===== config.mk =====
export PLATFORM = sky130hd
export DESIGN_NAME = sbi_flags
export DESIGN_NICKNAME = d
export VERILOG_FILES = /design/src/inc/sbi_pkg.sv /design/src/design/sbi_flags.sv /design/src/design/line_sync.sv
export SDC_FILE = /design/constraint.sdc
export NUM_CORES = 1
export LEC_CHECK = 0
export BUFFER_PORTS_ARGS = -buffer_cell sky130_fd_sc_hd__buf_2
export CAP_MARGIN = 5
export CORE_MARGIN = 1
export CORE_UTILIZATION = 47
export CTS_CLUSTER_DIAMETER = 120
export DETAILED_ROUTE_END_ITERATION = 8
export PLACE_DENSITY = 0.79
export SYNTH_ARGS = -nofsm -noshare
export SYNTH_HDL_FRONTEND = slang
export SYNTH_SLANG_ARGS = --single-unit

===== constraint.sdc =====
create_clock -name CLK_I -period 2.05 [get_ports CLK_I]
set_clock_uncertainty 0.2 [all_clocks]
set_input_delay 0.41 -clock CLK_I [delete_from_list [all_inputs] [get_ports CLK_I]]
set_output_delay 0.41 -clock CLK_I [all_outputs]
set_load 0.01 [all_outputs]

===== src/inc/sbi_pkg.sv =====
// Shared constants and carrier types for the serial bus flag block
package sbi_pkg;
    // Register bus geometry
    localparam int unsigned ADDR_W = 5;
    localparam int unsigned DATA_W = 32;
    // Register byte offsets, one aligned word each
    localparam logic [ADDR_W-1:0] OFF_CTRL = 5'h00;
    localparam logic [ADDR_W-1:0] OFF_MODE = 5'h04;
    localparam logic [ADDR_W-1:0] OFF_STAT = 5'h08;
    localparam logic [ADDR_W-1:0] OFF_MASK = 5'h0C;
    // Field positions of serial_bus_signal_control
    localparam int unsigned BIT_RELEASE_TRIGGER = 0;
    localparam int unsigned BIT_COMMAND_TRIGGER = 1;
    localparam int unsigned BIT_RELEASE_DETECTED = 2;
    localparam int unsigned BIT_COMMAND_DETECTED = 3;
    localparam int unsigned BIT_ACK_TRIGGER = 4;
    localparam int unsigned BIT_ACK_AUTO_ENABLE = 5;
    localparam int unsigned BIT_ACK_DETECTED = 6;
    // Field position of the enable inside serial_mode_reg
    localparam int unsigned BIT_IF_EN = 7;
    // Event status and mask layout
    localparam int unsigned EV_W = 4;
    localparam int unsigned EV_ACK_DETECTED = 0;
    localparam int unsigned EV_REL = 1;
    localparam int unsigned EV_CMD = 2;
    localparam int unsigned EV_ACK_SENT = 3;
    // Reset values
    localparam logic [7:0] CTRL_RESET = 8'h00;
    localparam logic [7:0] MODE_RESET = 8'h00;
    localparam logic [EV_W-1:0] EV_RESET = 4'h0;
    localparam logic [DATA_W-1:0] RDATA_RESET = 32'h0000_0000;
    // Timing counts on the serial and system clocks
    localparam int unsigned ACK_FALL_EDGE = 9;
    localparam int unsigned SYNC_STAGES = 2;
    localparam int unsigned CNT_W = 4;

    // Avalon-MM request as the master drives it
    typedef struct packed {
        logic read;
        logic write;
        logic [ADDR_W-1:0] address;
        logic [DATA_W-1:0] writedata;
    } bus_req_t;

    // Pulses from the shift and address logic, same clock
    typedef struct packed {
        logic xfer_start;
        logic xfer_done;
        logic addr_mismatch;
        logic rel_seen;
        logic cmd_seen;
    } xfer_evt_t;

    // Acknowledge driver states
    typedef enum logic [0:0] {
        ACK_IDLE = 1'b0,
        ACK_DRIVE = 1'b1
    } ack_state_t;
endpackage : sbi_pkg


===== src/design/sbi_flags.sv =====
// Serial bus acknowledge, command and release flag logic
//
// Notes on behaviour
// - Release flag cleared: start, mismatch, disable, reset
// - Command flag cleared: start, release, disable, reset
// - Ack trigger acks next falling edge, self-clears
// - Ack trigger manual mode; cleared on start, disable
// - Auto enable off: acknowledge only by trigger
// - Auto enable on: acknowledge at 9th falling edge
// - Late auto enable: acknowledge next falling edge
// - Detect flags bits 2,3,6 ignore writes
// - Trigger bits 0,1,4 always read zero
// - Release trigger sets output latch, self-clears
// - Command trigger clears output latch, self-clears
// - Ack detected on rising edge after transfer
// - Interface enable is mode register bit 7
`timescale 1ns/1ps
module sbi_flags #(
    parameter int unsigned ACK_EDGE = sbi_pkg::ACK_FALL_EDGE
) (
    // Clock and reset
    input wire logic CLK_I,
    input wire logic RSTN_I,
    // Avalon-MM slave
    input wire sbi_pkg::bus_req_t AVS_REQ_I,
    output logic AVS_WAITREQUEST_O,
    output logic [sbi_pkg::DATA_W-1:0] AVS_READDATA_O,
    // Transfer events from the shift logic
    input wire sbi_pkg::xfer_evt_t XFER_EVT_I,
    // Serial clock and data pins
    input wire logic SCL_I,
    input wire logic SDA_I,
    output logic SDA_O,
    output logic SDA_OE_O,
    // Interrupt
    output logic IRQ_O
);
    import sbi_pkg::*;

    if (ACK_EDGE < 1 || ACK_EDGE > 15) begin : g_check
        $error("ACK_EDGE must lie in 1..15");
    end

    bus_req_t req;
    xfer_evt_t ev;
    logic [1:0] lvl;
    logic [1:0] rise;
    logic [1:0] fall;
    logic scl_rise;
    logic scl_fall;
    logic sda_lvl;
    logic if_enable;
    logic ack_auto_enable;
    logic release_trigger;
    logic command_trigger;
    logic ack_trigger;
    logic release_detected;
    logic command_detected;
    logic ack_detected;
    logic serial_out_latch;
    logic xfer_done;
    logic auto_pending;
    logic ack_window;
    logic [CNT_W-1:0] fall_count;
    ack_state_t ack_state;
    logic [EV_W-1:0] ev_status;
    logic [EV_W-1:0] ev_mask;
    logic [EV_W-1:0] ev_set;
    logic [EV_W-1:0] next_status;
    logic [DATA_W-1:0] rd_word;
    logic take;
    logic wr_ctrl;
    logic [DATA_W-1:0] wd;
    logic off;
    logic fire;
    logic ack_detected_set;

    // Address match, shared by the read mux and the write decode
    function automatic logic hit(input logic [ADDR_W-1:0] a,
                                 input logic [ADDR_W-1:0] o);
        return a == o;
    endfunction : hit

    // Pins are asynchronous to CLK_I
    line_sync #(
        .WIDTH(2),
        .STAGES(SYNC_STAGES)
    ) u_sync (
        .clk_i(CLK_I),
        .rstn_i(RSTN_I),
        .line_i({SDA_I, SCL_I}),
        .level_o(lvl),
        .rise_o(rise),
        .fall_o(fall)
    );

    // Pin edges and common terms
    assign req = AVS_REQ_I;
    assign ev = XFER_EVT_I;
    assign scl_rise = rise[0];
    assign scl_fall = fall[0];
    assign sda_lvl = lvl[1];
    assign take = (req.read | req.write) & ~AVS_WAITREQUEST_O;
    assign wd = req.writedata;
    assign wr_ctrl = take & req.write & hit(req.address, OFF_CTRL);
    // Start or disable resets the detect flags, ack trigger and transfer state
    assign off = ~if_enable | ev.xfer_start;

    // Waitrequest drops for one cycle: every access takes two edges
    always_ff @(posedge CLK_I or negedge RSTN_I) begin
        if (!RSTN_I) begin
            AVS_WAITREQUEST_O <= 1'b1;
        end else if (AVS_WAITREQUEST_O && (req.read || req.write)) begin
            AVS_WAITREQUEST_O <= 1'b0;
        end else begin
            AVS_WAITREQUEST_O <= 1'b1;
        end
    end

    // Read mux; unmapped words read zero
    always_comb begin
        rd_word = '0;
        if (hit(req.address, OFF_CTRL)) begin
            rd_word[BIT_RELEASE_DETECTED] = release_detected;
            rd_word[BIT_COMMAND_DETECTED] = command_detected;
            rd_word[BIT_ACK_AUTO_ENABLE] = ack_auto_enable;
            rd_word[BIT_ACK_DETECTED] = ack_detected;
        end else if (hit(req.address, OFF_MODE)) begin
            rd_word[BIT_IF_EN] = if_enable;
        end else if (hit(req.address, OFF_STAT)) begin
            rd_word[EV_W-1:0] = ev_status;
        end else if (hit(req.address, OFF_MASK)) begin
            rd_word[EV_W-1:0] = ev_mask;
        end
    end

    // Data loads with the waitrequest drop so both stand together
    always_ff @(posedge CLK_I or negedge RSTN_I) begin
        if (!RSTN_I) begin
            AVS_READDATA_O <= RDATA_RESET;
        end else if (AVS_WAITREQUEST_O && req.read) begin
            AVS_READDATA_O <= rd_word;
        end
    end

    // Mode register: only the enable bit is held here
    always_ff @(posedge CLK_I or negedge RSTN_I) begin
        if (!RSTN_I) begin
            if_enable <= MODE_RESET[BIT_IF_EN];
        end else if (take && req.write && hit(req.address, OFF_MODE)) begin
            if_enable <= wd[BIT_IF_EN];
        end
    end

    // Auto enable is plain storage, never cleared by hardware
    always_ff @(posedge CLK_I or negedge RSTN_I) begin
        if (!RSTN_I) begin
            ack_auto_enable <= CTRL_RESET[BIT_ACK_AUTO_ENABLE];
        end else if (wr_ctrl) begin
            ack_auto_enable <= wd[BIT_ACK_AUTO_ENABLE];
        end
    end

    // Line triggers live one cycle, then drop by themselves
    always_ff @(posedge CLK_I or negedge RSTN_I) begin
        if (!RSTN_I) begin
            release_trigger <= CTRL_RESET[BIT_RELEASE_TRIGGER];
            command_trigger <= CTRL_RESET[BIT_COMMAND_TRIGGER];
        end else begin
            release_trigger <= if_enable & wr_ctrl & wd[BIT_RELEASE_TRIGGER];
            command_trigger <= if_enable & wr_ctrl & wd[BIT_COMMAND_TRIGGER];
        end
    end

    // Output latch; idles high so the open-drain line is released
    always_ff @(posedge CLK_I or negedge RSTN_I) begin
        if (!RSTN_I) begin
            serial_out_latch <= 1'b1;
        end else if (release_trigger) begin
            serial_out_latch <= 1'b1;
        end else if (command_trigger) begin
            serial_out_latch <= 1'b0;
        end
    end

    // Transfer bookkeeping: done flag and falling edge count
    always_ff @(posedge CLK_I or negedge RSTN_I) begin
        if (!RSTN_I) begin
            xfer_done <= 1'b0;
            fall_count <= '0;
        end else if (off) begin
            xfer_done <= 1'b0;
            fall_count <= '0;
        end else begin
            if (ev.xfer_done) begin
                xfer_done <= 1'b1;
            end
            if (scl_fall && fall_count != '1) begin
                fall_count <= fall_count + 1'b1;
            end
        end
    end

    // Acknowledge starts on a falling edge from one of three causes
    assign fire = ~off & scl_fall & (ack_trigger
        | (ack_auto_enable
           && fall_count == CNT_W'(ACK_EDGE - 1))
        | auto_pending);

    // Manual trigger; a write in a falling cycle waits for the next one
    always_ff @(posedge CLK_I or negedge RSTN_I) begin
        if (!RSTN_I) begin
            ack_trigger <= CTRL_RESET[BIT_ACK_TRIGGER];
        end else if (off) begin
            ack_trigger <= 1'b0;
        end else if (ack_trigger && scl_fall) begin
            ack_trigger <= 1'b0;
        end else if (wr_ctrl && wd[BIT_ACK_TRIGGER]) begin
            ack_trigger <= 1'b1;
        end
    end

    // Late auto enable: armed by the 0-to-1 write after completion
    always_ff @(posedge CLK_I or negedge RSTN_I) begin
        if (!RSTN_I) begin
            auto_pending <= 1'b0;
        end else if (off || fire || (wr_ctrl && !wd[BIT_ACK_AUTO_ENABLE])) begin
            // Turning auto enable off again cancels a pending late ack
            auto_pending <= 1'b0;
        end else if (wr_ctrl && wd[BIT_ACK_AUTO_ENABLE] && !ack_auto_enable
                     && xfer_done) begin
            auto_pending <= 1'b1;
        end
    end

    // Driver holds the line low for one serial clock period
    always_ff @(posedge CLK_I or negedge RSTN_I) begin
        if (!RSTN_I) begin
            ack_state <= ACK_IDLE;
        end else begin
            case (ack_state)
                ACK_IDLE: begin
                    if (fire) begin
                        ack_state <= ACK_DRIVE;
                    end
                end
                ACK_DRIVE: begin
                    // A new cause on the closing edge keeps the line driven
                    if (off || (scl_fall && !fire)) begin
                        ack_state <= ACK_IDLE;
                    end
                end
                default: begin
                    ack_state <= ACK_IDLE;
                end
            endcase
        end
    end

    // Pin drive; low data only, so SDA_O stays zero
    always_ff @(posedge CLK_I or negedge RSTN_I) begin
        if (!RSTN_I) begin
            SDA_O <= 1'b0;
            SDA_OE_O <= 1'b0;
        end else begin
            SDA_O <= 1'b0;
            SDA_OE_O <= if_enable
                & ((ack_state == ACK_DRIVE) | ~serial_out_latch);
        end
    end

    // Acknowledge sampling window: first rising edge after completion
    always_ff @(posedge CLK_I or negedge RSTN_I) begin
        if (!RSTN_I) begin
            ack_window <= 1'b0;
        end else if (off || scl_rise) begin
            ack_window <= 1'b0;
        end else if (ev.xfer_done) begin
            ack_window <= 1'b1;
        end
    end

    assign ack_detected_set = ~off & ack_window & scl_rise & ~sda_lvl;

    // Detection flags; software writes never reach them
    always_ff @(posedge CLK_I or negedge RSTN_I) begin
        if (!RSTN_I) begin
            ack_detected <= CTRL_RESET[BIT_ACK_DETECTED];
            release_detected <= CTRL_RESET[BIT_RELEASE_DETECTED];
            command_detected <= CTRL_RESET[BIT_COMMAND_DETECTED];
        end else begin
            if (off) begin
                ack_detected <= 1'b0;
            end else if (ack_detected_set) begin
                ack_detected <= 1'b1;
            end
            if (off || ev.addr_mismatch) begin
                release_detected <= 1'b0;
            end else if (ev.rel_seen) begin
                release_detected <= 1'b1;
            end
            if (off || ev.rel_seen) begin
                command_detected <= 1'b0;
            end else if (ev.cmd_seen) begin
                command_detected <= 1'b1;
            end
        end
    end

    // Sticky events: a set in the clearing cycle survives
    always_comb begin
        ev_set = '0;
        ev_set[EV_ACK_DETECTED] = ack_detected_set;
        ev_set[EV_REL] = ~off & ev.rel_seen & ~ev.addr_mismatch;
        ev_set[EV_CMD] = ~off & ev.cmd_seen & ~ev.rel_seen;
        ev_set[EV_ACK_SENT] = fire;
        next_status = ev_status | ev_set;
        if (take && req.write && hit(req.address, OFF_STAT)) begin
            next_status = (ev_status & ~wd[EV_W-1:0]) | ev_set;
        end
    end

    // Status, mask and a registered level interrupt
    always_ff @(posedge CLK_I or negedge RSTN_I) begin
        if (!RSTN_I) begin
            ev_status <= EV_RESET;
            ev_mask <= EV_RESET;
            IRQ_O <= 1'b0;
        end else begin
            ev_status <= next_status;
            if (take && req.write && hit(req.address, OFF_MASK)) begin
                ev_mask <= wd[EV_W-1:0];
            end
            IRQ_O <= |(next_status & ev_mask);
        end
    end
endmodule : sbi_flags


===== src/design/line_sync.sv =====
// Pin synchroniser with edge detection behind the last stage
`timescale 1ns/1ps
module line_sync #(
    parameter int unsigned WIDTH = 2,
    parameter int unsigned STAGES = 2
) (
    // Clock and reset
    input wire logic clk_i,
    input wire logic rstn_i,
    // Raw pins
    input wire logic [WIDTH-1:0] line_i,
    // Synchronised level and one-cycle edges
    output logic [WIDTH-1:0] level_o,
    output logic [WIDTH-1:0] rise_o,
    output logic [WIDTH-1:0] fall_o
);
    logic [WIDTH-1:0] stage [STAGES];
    logic [WIDTH-1:0] last;

    if (STAGES < 2) begin : g_check
        $error("line_sync needs at least two stages");
    end

    // Chain; only the next stage reads the first one
    always_ff @(posedge clk_i or negedge rstn_i) begin
        if (!rstn_i) begin
            for (int i = 0; i < STAGES; i++) begin
                stage[i] <= '1;
            end
            last <= '1;
        end else begin
            stage[0] <= line_i;
            for (int i = 1; i < STAGES; i++) begin
                stage[i] <= stage[i-1];
            end
            last <= stage[STAGES-1];
        end
    end

    // Edges compare the settled stage with its delayed copy
    assign level_o = stage[STAGES-1];
    assign rise_o = stage[STAGES-1] & ~last;
    assign fall_o = ~stage[STAGES-1] & last;
endmodule : line_sync


==> Word-level counts from Yosys, hierarchy flattened <==
Index checks and enable logic that the tools add are counted.
{ "word_totals": {"mem_bits_rw": 0, "elab_cells": 134, "input_bits": 48, "out_inout_bits": 36, "latchBits": 0, "ff_bits": 40, "romBits": 0, "n_memories": 0} }
{ "classes": {"div_mod_pow": 0, "n_eq_ne": 5, "n_mux": 31, "bitwise": 38, "shift": 0, "order_cmp": 0, "reduce_logical": 36, "addsub": 1, "n_mul": 0} }
{ "ops": {"columns": ["cell", "n"], "rows": [
  ["$mux 4", 6],
  ["$mux 1", 21],
  ["$and 1x1->1", 18],
  ["$reduce_bool 2->1", 8],
  ["$logic_and 1x1->1", 15],
  ["$eq 5x4->1 const B", 2],
  ["$not 1->1", 10],
  ["$and 4x4->4", 2],
  ["$or 4x4->4", 2],
  ["$logic_or 1x1->1", 7],
  ["$mux 2", 3],
  ["$eq 5x3->1 const B", 1],
  ["$logic_not 5->1", 1],
  ["$or 1x1->1", 5],
  ["$add 4x1->4 const B", 1],
  ["$eq 4x4->1 const B", 1],
  ["$ne 4x4->1 const B", 1],
  ["$not 4->4", 1],
  ["$reduce_or 4->1", 1],
  ["$logic_not 1->1", 3],
  ["$reduce_bool 3->1", 1],
  ["$pmux 1 s2", 1]
]} }

==> Logic depth before layout (Yosys ltp) <==
{ "logic_depth": {"word_depth": 10, "depth_mapped": 6, "ltp_nobuf": 6} }

==> Modules after synthesis <==
A second synthesis with hierarchy kept.
{ "hier_totals": {"cells_unflattened": 187, "hier_area_um2": 2006.9} }
{ "modules_own_cells": {"columns": ["mod", "cells_per_inst", "instances", "seq_area_each_um2", "area_each_um2"], "rows": [
  ["sbi_flags", 175, 1, 878.3, 1799.2],
  ["line_sync", 12, 1, 157.7, 207.7]
]} }

==> Least setup slack after synthesis <==
OpenSTA, ideal clock, no wires.
{ "synth_timing": {"path_kind": "in2reg", "from": "input AVS_REQ_I[33] in the netlist's numbering", "to": "register ev_mask[0]", "required_time_ps": 1725, "setup_slack_ps": 144, "arrival_time_ps": 1581, "setup_time_ps": 125, "path_stages": 4, "path_buffers": 1, "path_cell_list": "nor4b_2 > and3_1 > buf_2 > mux2_2"} }
{ "synth_between": {"elab_chain_cells": 2} }
{ "synth_lines": {"columns": ["element", "line", "text"], "rows": [
  ["start, declared", "sbi_flags.sv:25", "input wire sbi_pkg::bus_req_t AVS_REQ_I,"],
  ["$eq 5x4->1", "sbi_flags.sv:81", "return a == o;"],
  ["$logic_and 1x1->1", "sbi_flags.sv:331", "if (take && req.write && hit(req.address, OFF_MASK)) begin"],
  ["end signal, assigned", "sbi_flags.sv:332", "ev_mask <= wd[EV_W-1:0];"],
  ["end, declared", "sbi_flags.sv:67", "logic [EV_W-1:0] ev_mask;"]
]} }
No other way between the ends.
A chain may end at the register's enable or synchronous reset.

==> Worst setup path in the final report <==
{ "layout_timing": {"from": "input AVS_REQ_I[33] in the netlist's numbering", "to": "register auto_pending"} }
{ "layout_between": {"elab_chain_cells": 6, "elab_cells_between_ends": 9, "classes_between": "mux: 1; bitwise: 1; reduce/logical: 7"} }
{ "layout_lines": {"columns": ["element", "line", "text"], "rows": [
  ["$logic_not 5->1 *", "sbi_flags.sv:81", null],
  ["$and 1x1->1 *", "sbi_flags.sv:105", "assign wr_ctrl = take & req.write & hit(req.address, OFF_CTRL);"],
  ["$logic_and 1x1->1 (2 in a row)", "sbi_flags.sv:230", "end else if (wr_ctrl && wd[BIT_ACK_AUTO_ENABLE] && !ack_auto_enable"],
  ["$logic_and 1x1->1", "sbi_flags.sv:231", "&& xfer_done) begin"],
  ["$reduce_bool 2->1 (no line)", null, null],
  ["end signal, assigned", "sbi_flags.sv:226", "auto_pending <= 1'b0;"],
  ["end signal, assigned", "sbi_flags.sv:229", "auto_pending <= 1'b0;"],
  ["end signal, assigned", "sbi_flags.sv:232", "auto_pending <= 1'b1;"],
  ["end, declared", "sbi_flags.sv:62", "logic auto_pending;"]
]} }
Mark *: on every way between the ends. The rest lies on a longest branch, timed or not.

==> results.json <==
{
  "status": "finished, final reports clean",
  "postCtsSetupBuffers": 0,
  "wl_um": 3390,
  "post_cts_resize_count": 0,
  "cp_num_buf_inv": 1,
  "p_leak_nw": 1.08,
  "final_nets": 275,
  "max_freq_ghz": 0.565,
  "rows": 23,
  "antenna_found_initial": 0,
  "dpl_cell_area_sq_um": 2080,
  "grt_pass1_vias": 1161,
  "syn_avg_cell_area_sq_um": 10.5,
  "ant_nets": 0,
  "grt_pass1_wl_um": 5380,
  "dp_hpwl_um": 2550,
  "ys_ff_latch": 40,
  "boundaryPins": 84,
  "grt_usage_pct": 16.9,
  "hold_class": "primary input to register",
  "timing.final.crit_share_pct": 86.4,
  "numPortBuffers": 32,
  "cp.required_ns": 2.02,
  "drt-initial-drc-count": 47,
  "rsz0062_at_grt": "no",
  "wl_met2_um": 1540,
  "top_layer_used": "met4",
  "finalWeightedCongestion": 0.841,
  "synth_flop_cell": "dfrtp_1",
  "die_y_um": 66.3,
  "slowest_delay_ns": 0.56,
  "synth_largest_area_cell": "dfrtp_1",
  "critical_path_class": "primary input to register",
  "drive_gt1_share_pct": 28.8,
  "ys_warn_count": 0,
  "fin_total_pwr_w": 0.00160,
  "cts-buffers-inserted": 5,
  "maxCapViolCount": 0,
  "ys_async_sr_fraction_pct": 100,
  "min_period_ns": 1.77,
  "synth_edf_count": 0,
  "antenna_cells": 0,
  "clk_pin_slew_ns": 0.08,
  "yosysSeqAreaShare_pct": 51.9,
  "worst_pin_slew_ns": 0.549,
  "cts_buffer_depth": 2,
  "setup_violations": 0,
  "start_util_pct": 48.6,
  "synthCells": 185,
  "first_pass_iters": 4,
  "layout_setup_ws_ns": 0.280,
  "critical_path.cell_chain": "buf_2, or4_4, nor3_4, a31oi_1, a2111oi_2",
  "slew_headroom_pct": 62.9,
  "cp_top_family": "simple AND/OR/NAND/NOR gates",
  "clock_sinks": 40,
  "wl_met1_um": 1600,
  "final_area_sq_um": 2190,
  "synth.cell_area_sq_um": 1940,
  "drc": 0,
  "die_area_sq_um": 4400,
  "crit_path_max_fanout": 4,
  "grt_max_degree": 41,
  "vias_per_cell": 4.82,
  "worst_hold_slack_ns": 0.0241,
  "ctsHoldBuffers": 1,
  "die_x_um": 66.3,
  "clock_latency_ns": 0.28,
  "worst_ep_arrival_time_ns": 1.74,
  "vias": 1329,
  "grt_overflow": 0,
  "final_hold_viol_count": 0,
  "peakVddDrop_v": 0.000474,
  "dp_slack_ns": -0.0392,
  "worst_setup_path_start_kind": "primary input",
  "cts_tree": "yes",
  "cts_root_buf": "clkbuf_8",
  "area_growth_pct": 12.4,
  "powerDensity_nw_per_um2": 733,
  "crit_slowest_cell": "or4_4",
  "core_area_sq_um": 4000,
  "crit_path_end_kind": "register",
  "synth_cell_types": 42,
  "synthTopCellsByArea": "dfrtp_1 42%, buf_4 10%, dfstp_2 9.5%",
  "wl_met3_um": 215,
  "htreeDepth": 2,
  "wl_per_cell_um": 12.3,
  "slew_violations": 0,
  "synth_top_area_share_pct": 42.5
}
kinds of logic after synthesis:
family	synth area share (%)
simple gates	16.2
flops	51.9
buf+inv	13.0
compound gates	12.1
mux	4.44
fa+ha+maj	1.29
xor+xnor	0.901
other cells	0.193
final timing paths:
kind | start | slack, ns | depth (start not counted) | to
max in group asynchronous | RSTN_I | 0.77 | 3 | AVS_WAITREQUEST_O$_DFF_PN1_
hold / removal | SCL_I | 0.02 | 1 | u_sync.stage[2]$_DFF_PN1_
hold reg to reg | u_sync.stage[3]$_DFF_PN1_ | 0.16 | 0 | u_sync.level_o[1]$_DFF_PN1_
setup / recovery | AVS_REQ_I[33] | 0.28 | 5 | auto_pending$_DFFE_PN0P_
setup reg to reg | fall_count[0]$_DFFE_PN0P_ | 0.38 | 6 | IRQ_O$_DFF_PN0_
min in group asynchronous | RSTN_I | 0.50 | 3 | ack_trigger$_DFFE_PN0P_
layer usage:
metal	vias to the layer above	global-route usage (%)
met5	-	0
met2	47	24.7
met3	5	3.28
met4	0	8.78
li1	666	-
met1	611	23.6
report_power, final:
group	switching (W)	leakage, nW	internal [W]
clock network	0.000259	0.0510	0.000268
registers	0.0000330	0.512	0.000844
logic	0.000120	0.514	0.0000780
total	0.000411	1.08	0.00119
synth_stat cells (3+ instances only):
| cell | instances |
|---|---|
| o21ai_0 | 11 |
| buf_4 | 27 |
| nand2_1 | 16 |
| a31oi_1 | 6 |
| dfrtp_1 | 33 |
| o31ai_1 | 3 |
| nor2_1 | 10 |
| dfstp_2 | 7 |
| nor3_1 | 3 |
| nand3_1 | 4 |
| nor3b_1 | 3 |
| a21oi_1 | 5 |
| mux2_2 | 5 |
| nand2b_1 | 3 |
| a21o_1 | 4 |
| inv_1 | 10 |
| mux2i_1 | 3 |
sequential cells by signal, summed over array words and instances, names as in the netlist, 2 cells and up:
register,flops
AVS_READDATA_O,7
u_sync.stage,2
fall_count,4
ev_mask,4
u_sync.level_o,2
ev_status,4
cell usage in the layout (no fill, tap or decap), types with 2 or more instances in the layout:
cell / n
a21oi_1: 5
xnor2_1: 2
nor2b_1: 2
buf_2: 32
mux2i_1: 3
nand2b_1: 3
clkbuf_8: 6
nand2_1: 16
nor3_1: 3
nor2_1: 10
mux2_2: 5
inv_1: 10
a22oi_1: 2
nor3b_1: 3
buf_4: 5
nand3_1: 4
clkinv_2: 2
conb_1: 26
o31ai_1: 3
dfstp_2: 7
dfrtp_1: 33
a21o_1: 4
o21ai_0: 11
a31oi_1: 6
ha_1: 2
or2_2: 2
and3_2: 2
per-stage QoR:
step                std cells  util [%]  setup TNS [ns]
floorplan                 210         -               0
global placement          267      52.1               0
detailed placement        267      52.1         -0.0392
CTS                       276      54.6               0
global route              276      54.6               0
finish                    276      54.6               0
final cells by class:
class / instances / area (sq um)
inverters: 10 / 37.5
clock buffers: 6 / 82.6
multi-input cells: 130 / 776
flip-flops and latches: 40 / 1010
clock inverters: 2 / 10.0
fillers: 388 / 1810
well taps: 50 / 62.6
repair buffers: 38 / 208
(Power assumes the default switching activity.)
